### config.mk
export PLATFORM = sky130hd
export DESIGN_NAME = uart_status_outsel
export DESIGN_NICKNAME = d
export VERILOG_FILES = /design/src/uart_so_pkg.sv /design/src/uart_status_outsel.sv
export VERILOG_INCLUDE_DIRS = /design/src
export SDC_FILE = /design/constraint.sdc
export NUM_CORES = 2
export LEC_CHECK = 0
export BUFFER_PORTS_ARGS = -buffer_cell sky130_fd_sc_hd__buf_4
export CAP_MARGIN = 10
export CORE_UTILIZATION = 40
export DETAILED_ROUTE_END_ITERATION = 10
export GPL_ROUTABILITY_DRIVEN = 0
export GPL_TIMING_DRIVEN = 0
export PLACE_DENSITY = 0.63
export SLEW_MARGIN = 25
export SYNTH_ARGS = -nofsm -noshare
export SYNTH_HDL_FRONTEND = slang
export SYNTH_SLANG_ARGS = --single-unit
### constraint.sdc
create_clock -name sys_clk_in -period 34.8 [get_ports sys_clk_in]
set_input_delay 3.48 -clock sys_clk_in [delete_from_list [all_inputs] [get_ports sys_clk_in]]
set_output_delay 3.48 -clock sys_clk_in [all_outputs]
set_load 0.05 [all_outputs]
### src/uart_so_defs.svh
// Register indices, field positions and command codes for the status and
// output-select block.
// Assumes a word-indexed bus: byte address is four times the index.
// Notes on behaviour
// - Transmitter ready reads 1 while the transmitter is enabled and the transmit FIFO has a free place.
// - A CPU write that fills the transmit FIFO clears transmitter ready.
// - Moving a character to the transmit shifter sets transmitter ready.
// - Disabling the transmitter clears ready; enabling it sets ready unless the transmit FIFO is still full.
// - A character written while transmitter ready is 0 is discarded.
// - Receive full sets when a push fills all 8 (or 16) places.
// - A data read clears receive full unless a character waits to enter.
// - Receiver ready sets on a push and clears only when a read empties it or on receiver reset.
// - Break, framing and parity bits travel with each received character.
// - In character mode error bits leave with the character or on reset.
// - In block mode errors accumulate until error or receiver reset.
// - Channel B status has channel A's layout for channel B's logic.
// - Pin 7 follows the select register, pins 6..2 the port value; pins 1..0 follow core logic.
// - By default each of pins 7..2 drives the inverse of its output port bit.
// - The interrupt source on pin 7 drives low only, else the pin drives both levels.
// - Select bit 7 puts inverted channel B transmit ready on pin 7.
`ifndef UART_SO_DEFS_SVH
`define UART_SO_DEFS_SVH
`define IDX_CFG 4'h0
`define IDX_STAT_A 4'h1
`define IDX_CMD_A 4'h2
`define IDX_DATA_A 4'h3
`define IDX_EVT 4'h5
`define IDX_MASK 4'h6
`define IDX_STAT_B 4'h9
`define IDX_CMD_B 4'ha
`define IDX_DATA_B 4'hb
`define IDX_OPV 4'hc
`define IDX_OPSEL 4'hd
`define CMD_RST_RX 4'h2
`define CMD_RST_TX 4'h3
`define CMD_RST_ERR 4'h4
`define CMD_TX_EN_BIT 2
`define CMD_TX_DIS_BIT 3
`define CFG_DEEP_BIT 0
`define CFG_BLOCK_BIT 1
`define DEPTH_SHALLOW 5'h08
`define DEPTH_DEEP 5'h10
`define SEL_OP7_BIT 7
`endif

### src/uart_so_pkg.sv
// Types for the status and output-select block.
// Assumes the FIFOs hold at most sixteen entries.
package uart_so_pkg;
  typedef struct packed {
    logic [15:0][7:0] tq;
    logic [3:0] trd;
    logic [3:0] twr;
    logic [4:0] tcnt;
    logic ten;
    logic txrdy;
    logic tvalid;
    logic [7:0] tdata;
    logic [15:0][10:0] rq;
    logic [3:0] rrd;
    logic [3:0] rwr;
    logic [4:0] rcnt;
    logic hv;
    logic [10:0] hold;
    logic ovr;
    logic [2:0] acc;
    logic rxrdy;
    logic rxfull;
  } chan_t;
  typedef struct packed {
    chan_t [1:0] ch;
    logic [7:0] cfg;
    logic [7:0] opsel;
    logic [7:0] opv;
    logic [3:0] evt;
    logic [3:0] mask;
    logic waitrequest;
    logic [7:0] rdata;
    logic irq;
    logic [7:0] pout;
    logic [7:0] poe;
  } state_t;
endpackage : uart_so_pkg

### src/uart_status_outsel.sv
// Dual-channel status flags, FIFO bookkeeping and output pin selection.
// Assumes receiver, transmitter and pin-0/1 logic share sys_clk_in.
`timescale 1ns/10ps
`default_nettype none
`include "uart_so_defs.svh"
module uart_status_outsel (
  // Clock and reset.
  input wire logic sys_clk_in,
  input wire logic sys_rst_in,
  // Avalon-MM slave.
  input wire logic [3:0] avs_address_in,
  input wire logic avs_read_in,
  input wire logic avs_write_in,
  input wire logic [31:0] avs_writedata_in,
  output logic [31:0] avs_readdata_out,
  output logic avs_waitrequest_out,
  // Receiver side, index 0 is channel A.
  input wire logic [1:0] rx_valid_in,
  input wire logic [1:0][7:0] rx_char_in,
  input wire logic [1:0][2:0] rx_err_in,
  // Transmitter side.
  input wire logic [1:0] tx_take_in,
  input wire logic [1:0] tx_idle_in,
  output logic [1:0] tx_valid_out,
  output logic [1:0][7:0] tx_data_out,
  // Output port pins.
  input wire logic [1:0] op_low_in,
  output logic [7:0] op_out,
  output logic [7:0] op_oe_out,
  // Interrupt.
  output logic irq_out
);
  import uart_so_pkg::*;

  state_t s;
  state_t n;
  logic go;
  logic wr;
  logic rd;
  logic [4:0] depth;
  logic [3:0] cmd;
  logic [3:0] cidx;
  logic [3:0] didx;
  logic wcmd;
  logic [10:0] ent;

  // Status byte; the upper three bits come from the oldest entry, or from the accumulated errors in block mode.
  function automatic logic [7:0] stat(input chan_t c, input logic blk,
                                      input logic idle);
    logic [2:0] err;
    err = blk ? c.acc : (c.rcnt != 5'h00 ? c.rq[c.rrd][10:8] : 3'h0);
    return {err, c.ovr, c.ten && c.tcnt == 5'h00 && idle, c.txrdy,
            c.rxfull, c.rxrdy};
  endfunction : stat

  always_comb begin
    n = s;
    cmd = avs_writedata_in[7:4];
    cidx = `IDX_CMD_A;
    didx = `IDX_DATA_A;
    wcmd = 1'b0;
    ent = 11'h000;
    depth = s.cfg[`CFG_DEEP_BIT] ? `DEPTH_DEEP : `DEPTH_SHALLOW;
    go = (avs_read_in || avs_write_in) && s.waitrequest;
    wr = go && avs_write_in;
    rd = go && avs_read_in;
    // One wait state: the access acts at the edge that drops
    // waitrequest, and a request still held two edges later acts again.
    n.waitrequest = !go;
    if (rd) begin
      unique case (avs_address_in)
        `IDX_CFG: n.rdata = s.cfg;
        `IDX_STAT_A: n.rdata = stat(s.ch[0], s.cfg[`CFG_BLOCK_BIT],
                                    tx_idle_in[0]);
        `IDX_STAT_B: n.rdata = stat(s.ch[1], s.cfg[`CFG_BLOCK_BIT + 1],
                                    tx_idle_in[1]);
        `IDX_DATA_A: n.rdata = s.ch[0].rq[s.ch[0].rrd][7:0];
        `IDX_DATA_B: n.rdata = s.ch[1].rq[s.ch[1].rrd][7:0];
        `IDX_EVT: n.rdata = {4'h0, s.evt};
        `IDX_MASK: n.rdata = {4'h0, s.mask};
        `IDX_OPV: n.rdata = s.opv;
        `IDX_OPSEL: n.rdata = s.opsel;
        default: n.rdata = 8'h00;
      endcase
      if (avs_address_in == `IDX_EVT) begin
        n.evt = 4'h0;
      end
    end
    if (wr) begin
      unique case (avs_address_in)
        `IDX_CFG: n.cfg = avs_writedata_in[7:0];
        `IDX_MASK: n.mask = avs_writedata_in[3:0];
        `IDX_OPV: n.opv = avs_writedata_in[7:0];
        `IDX_OPSEL: n.opsel = avs_writedata_in[7:0];
        default: n.cfg = s.cfg;
      endcase
    end
    for (int i = 0; i < 2; i++) begin
      cidx = (i == 0) ? `IDX_CMD_A : `IDX_CMD_B;
      didx = (i == 0) ? `IDX_DATA_A : `IDX_DATA_B;
      wcmd = wr && avs_address_in == cidx;
      // Transmit side.
      if (wcmd && avs_writedata_in[`CMD_TX_EN_BIT]) begin
        n.ch[i].ten = 1'b1;
      end
      if (wcmd && avs_writedata_in[`CMD_TX_DIS_BIT]) begin
        n.ch[i].ten = 1'b0;
      end
      if (tx_take_in[i] && s.ch[i].tvalid) begin
        n.ch[i].trd = s.ch[i].trd + 4'h1;
        n.ch[i].tcnt = n.ch[i].tcnt - 5'h01;
      end
      // A write while not ready is dropped without a trace.
      if (wr && avs_address_in == didx && s.ch[i].txrdy) begin
        n.ch[i].tq[s.ch[i].twr] = avs_writedata_in[7:0];
        n.ch[i].twr = s.ch[i].twr + 4'h1;
        n.ch[i].tcnt = n.ch[i].tcnt + 5'h01;
      end
      if (wcmd && cmd == `CMD_RST_TX) begin
        n.ch[i].ten = 1'b0;
        n.ch[i].tcnt = 5'h00;
        n.ch[i].trd = n.ch[i].twr;
      end
      n.ch[i].txrdy = n.ch[i].ten && n.ch[i].tcnt < depth;
      n.ch[i].tvalid = n.ch[i].ten && n.ch[i].tcnt != 5'h00;
      n.ch[i].tdata = n.ch[i].tq[n.ch[i].trd];
      // Receive side: pop first, then the waiting character, then new.
      if (rd && avs_address_in == didx && s.ch[i].rcnt != 5'h00) begin
        n.ch[i].rrd = s.ch[i].rrd + 4'h1;
        n.ch[i].rcnt = s.ch[i].rcnt - 5'h01;
      end
      if (s.ch[i].hv && n.ch[i].rcnt < depth) begin
        n.ch[i].rq[n.ch[i].rwr] = s.ch[i].hold;
        n.ch[i].rwr = n.ch[i].rwr + 4'h1;
        n.ch[i].rcnt = n.ch[i].rcnt + 5'h01;
        n.ch[i].hv = 1'b0;
      end
      // Clearing ahead of the arrivals lets a coincident error survive.
      if (wcmd && cmd == `CMD_RST_ERR) begin
        for (int j = 0; j < 16; j++) begin
          n.ch[i].rq[j][10:8] = 3'h0;
        end
        n.ch[i].hold[10:8] = 3'h0;
        n.ch[i].acc = 3'h0;
        n.ch[i].ovr = 1'b0;
      end
      if (rx_valid_in[i]) begin
        ent = {rx_err_in[i], rx_char_in[i]};
        if (s.cfg[`CFG_BLOCK_BIT + i]) begin
          n.ch[i].acc = n.ch[i].acc | rx_err_in[i];
        end
        if (!n.ch[i].hv && n.ch[i].rcnt < depth) begin
          n.ch[i].rq[n.ch[i].rwr] = ent;
          n.ch[i].rwr = n.ch[i].rwr + 4'h1;
          n.ch[i].rcnt = n.ch[i].rcnt + 5'h01;
        end else if (!n.ch[i].hv) begin
          n.ch[i].hold = ent;
          n.ch[i].hv = 1'b1;
        end else begin
          // The newcomer is lost; its error bits reach only the block-mode accumulator.
          n.ch[i].ovr = 1'b1;
        end
      end
      if (wcmd && cmd == `CMD_RST_RX) begin
        n.ch[i].rcnt = 5'h00;
        n.ch[i].rrd = n.ch[i].rwr;
        n.ch[i].hv = 1'b0;
        n.ch[i].acc = 3'h0;
        n.ch[i].ovr = 1'b0;
      end
      n.ch[i].rxrdy = n.ch[i].rcnt != 5'h00;
      n.ch[i].rxfull = n.ch[i].rcnt >= depth;
      // Events set after the read clear, so a coincident event survives.
      if (n.ch[i].rxrdy && !s.ch[i].rxrdy) begin
        n.evt[2 * i] = 1'b1;
      end
      if (n.ch[i].txrdy && !s.ch[i].txrdy) begin
        n.evt[2 * i + 1] = 1'b1;
      end
    end
    n.irq = |(n.evt & n.mask);
    n.pout[1:0] = op_low_in;
    n.poe[1:0] = 2'h3;
    n.pout[6:2] = ~n.opv[6:2];
    n.poe[6:2] = 5'h1f;
    if (n.opsel[`SEL_OP7_BIT]) begin
      // Open drain: pulled low while channel B can take a character.
      n.pout[7] = 1'b0;
      n.poe[7] = n.ch[1].txrdy;
    end else begin
      n.pout[7] = ~n.opv[7];
      n.poe[7] = 1'b1;
    end
  end

  always_ff @(posedge sys_clk_in or posedge sys_rst_in) begin
    if (sys_rst_in) begin
      s <= '0;
      s.waitrequest <= 1'b1;
    end else begin
      s <= n;
    end
  end

  assign avs_readdata_out = {24'h000000, s.rdata};
  assign avs_waitrequest_out = s.waitrequest;
  assign tx_valid_out = {s.ch[1].tvalid, s.ch[0].tvalid};
  assign tx_data_out = {s.ch[1].tdata, s.ch[0].tdata};
  assign op_out = s.pout;
  assign op_oe_out = s.poe;
  assign irq_out = s.irq;
endmodule : uart_status_outsel
`default_nettype wire

==> flow_summary.toml <==
[critical_path]
reg2reg_depth = 18
reg2reg_slack_ps = 28900
crit_start = "avs_read_in"
critPathArrivalTime_ps = 8810
r2r_start = "avs_waitrequest_out"
endpoint_kind = "flip-flop"
reg2reg_to = "irq_out"
required_ps = 35260
cp_max_fo = 10
path_class = "input pin to flip-flop"
cp-start-kind = "input pin"

[floorplanning]
io_pins = 138
dieArea_sq_um = 104000
dieWidth_microns = 323
coreArea_sq_um = 102000
num_rows = 117
start_util_pct = 40.4
die_y_microns = 323

[synth]
synth_cells = 3613
yosysMostFrequentCell = "dfrtp_1"
synthArstFlopShare_pct = 100
syn-cell-area_sq_um = 41100
seq_area_frac_synth_pct = 46.9
synthTopCellsByCount = "769 x dfrtp_1, 499 x mux2i_1, 462 x nand2_1, 364 x mux2_2, 283 x o21ai_0"
yosysTopAreaCell = "dfrtp_1"
synth_cell_types = 84
ys_ff_latch = 770
synth_flop_cell = "dfrtp_1"
synth_edf_count = 0
ys_warn_count = 0
synthDominantCellAreaShare_pct = 46.8
synth.avg_cell_area_sq_um = 11.4
netlist_top_cells_area = "dfrtp_1 47%, mux2i_1 12%, mux2_2 10%, mux4_2 6.7%, nand2_1 4.2%"

[final_layout]
register_area_sq_um = 19300
fillers = 9437
layout.nets = 3920
finalInstanceArea_sq_um = 46600
multi_input_area_sq_um = 19800
drive_gt1_share_pct = 23.2
area_growth_pct = 13.3

[grt]
antenna_found_initial = 8
track_usage_pct = 22.6
grt_max_degree = 98
grt_pass1_vias = 29189
grt-ovfl-total = 0
grt_pass1_wl_microns = 180000

[timing]
fin_crit_sh_pct = 24.0
fmax_mhz = 120
fin_setup_tns_ps = 0
rsz0062_at_grt = "false"
setup_ws_ps = 26450
min_period_ps = 8350
skew_ps = 26.0
slew_headroom_pct = 29.9
final-setup-viol-count = 0
slew_viol_final = 0
hold_violations = 0
tightest_slew_ps = 1050

[power_and_ir_drop]
p_sw_share_pct = 36.9
comb_power_share_pct = 37.9
ir_drop_uv = 34.6
p_int_mw = 2.28
power_density_nw_per_um2 = 77.5
p_leak_nw = 22.2
pwr-share-seq_pct = 35.7
power_frac_clock_pct = 26.4
p_switching_mw = 1.33

[hold_path]
hold_path_depth = 2
min_path_type = "flip-flop to flip-flop"
min_from = "avs_readdata_out[7]"
worstHoldEndpoint = "avs_readdata_out[7]"

[detailed_routing]
wl_per_cell_microns = 22.3
ant_nets = 0
via_per_inst = 5.52
dr.pass1.iters = 6
drt_iter0_drc = 2577
wl_microns = 117000
vias = 28934
drc = 0

[cts]
root_buffer = "clkbuf_16"
htreeDepth = 3
post-cts-setup-buffers = 0
clk_pin_slew_ps = 60
cts_made_buffers = 90
cts_resized = 0
cts_tree = "yes"
hold_buffers = 0
cts.path.max_buffers = 3
clock-sinks = 770
clkLatencyLatePin_ps = 650

[flow_run]
drv_cap = 0

[placed_design]
port_buffers = 63
dpl_cell_area_sq_um = 43600
dpl_worst_slack_ps = 25710
hpwl_microns = 83500

[run_status]
status = "finished clean"
==> cells in the final DEF (no fill, tap or decap), types with 19 or more instances in the layout <==
cell       netlist  final
dfrtp_1        769    769
mux2i_1        499    499
nand2_1        462    462
mux2_2         364    364
o21ai_0        283    283
clkbuf_1       193    214
buf_4           94    157
mux4_2         123    123
o31ai_1        100    100
clkbuf_16        0     95
nor2_1          82     82
inv_1           70     69
buf_2           63     64
ha_1            50     50
nand3_1         41     41
xnor2_1         40     40
a21oi_1         35     35
buf_1           37     34
nor3_1          28     28
xor2_1          25     25
conb_1           2     25
nand4_1         23     23
and2_1          19     19
==> per-layer routing <==
| metal | vias to the layer above | track usage, % | share of wire (%) | wire length [microns] |
|---|---|---|---|---|
| li1 | 13160 | - | - | - |
| met1 | 14668 | 30.6 | 44 | 50900 |
| met2 | 866 | 36.5 | 47 | 55400 |
| met3 | 228 | 3.70 | 5.6 | 6490 |
| met4 | 12 | 7.91 | 3.3 | 3870 |
| met5 | - | 0 | 0.055 | 64 |
==> worst max path at each step <==
| stage | to | slack (ps) | depth (start not counted) |
|---|---|---|---|
| 2_1_floorplan | avs_readdata_out[0] | 9710 | 1 |
| 3_3_place_gp | s[103] | -230 | 2 |
| 3_5_place_dp | irq_out | 25710 | 19 |
| 4_1_cts | irq_out | 26370 | 19 |
| 5_1_grt | irq_out | 26130 | 19 |
| 6_report | irq_out | 26450 | 19 |
==> worst max-delay path: stages <==
cell       delay [ps]
buf_4             120
nand2_1           240
clkbuf_1          560
nor3_1            160
a21boi_0          350
ha_1              360
o2111ai_1         120
mux2i_1           150
or4b_1            560
nor3_1            250
xor2_1            260
ha_1              280
inv_1             130
o2111ai_4         190
nor4_2            320
mux2_2            390
inv_2              70
a211oi_2           60
o311ai_1          750
==> kinds of logic (layout without fill, tap and decap cells) <==
logic type,count (synthesis),count (layout),share of synthesized area [%]
xor+xnor,65,65,1.38
simple gates,744,744,8.12
compound gates,533,533,7.95
buf+inv,463,695,5.30
fa+ha+maj,50,50,1.52
other cells,2,27,0.0183
flops,770,770,46.9
mux,986,986,28.8
==> state kept, by name (all words and copies together) (netlist names) <==
signal               count
irq_out                  1
avs_waitrequest_out      1
s                      732
tx_valid_out             2
tx_data_out             16
op_out                   8
avs_readdata_out         8
op_oe_out                2
==> layout make-up <==
cell class	count	share of cell area (%)
Multi-Input combinational cell	2403	42.4
Buffer	389	4.09
Inverter	74	0.612
Sequential cell	770	41.3
Tap cell	1368	3.67
Clock buffer	131	5.69
Timing Repair Buffer	72	1.52
Antenna cell	2	0.0107
Clock inverter	29	0.628
==> power by group through the flow <==
stage	Clock, mW	Sequential, mW	Combinational, mW
2_1_floorplan	0	1.25	1.01
3_3_place_gp	0	1.30	1.34
3_5_place_dp	0	1.30	1.37
4_1_cts	0.971	1.28	1.37
5_1_grt	1.00	1.31	1.48
6_report	0.953	1.29	1.37
==> per-stage QoR <==
stage | power (mW) | hold slack, ps | instances | utilization [%]
after global routing | 3.80 | 499 | 5236 | 45.7
after global placement | 2.63 | 462 | 5067 | 42.6
after detailed placement | 2.67 | 471 | 5076 | 42.8
final | 3.61 | 483 | 5238 | 45.7
after floorplan | 2.26 | 442 | 3636 | -
after CTS | 3.63 | 482 | 5236 | 45.7
(Power assumes the default switching activity.)
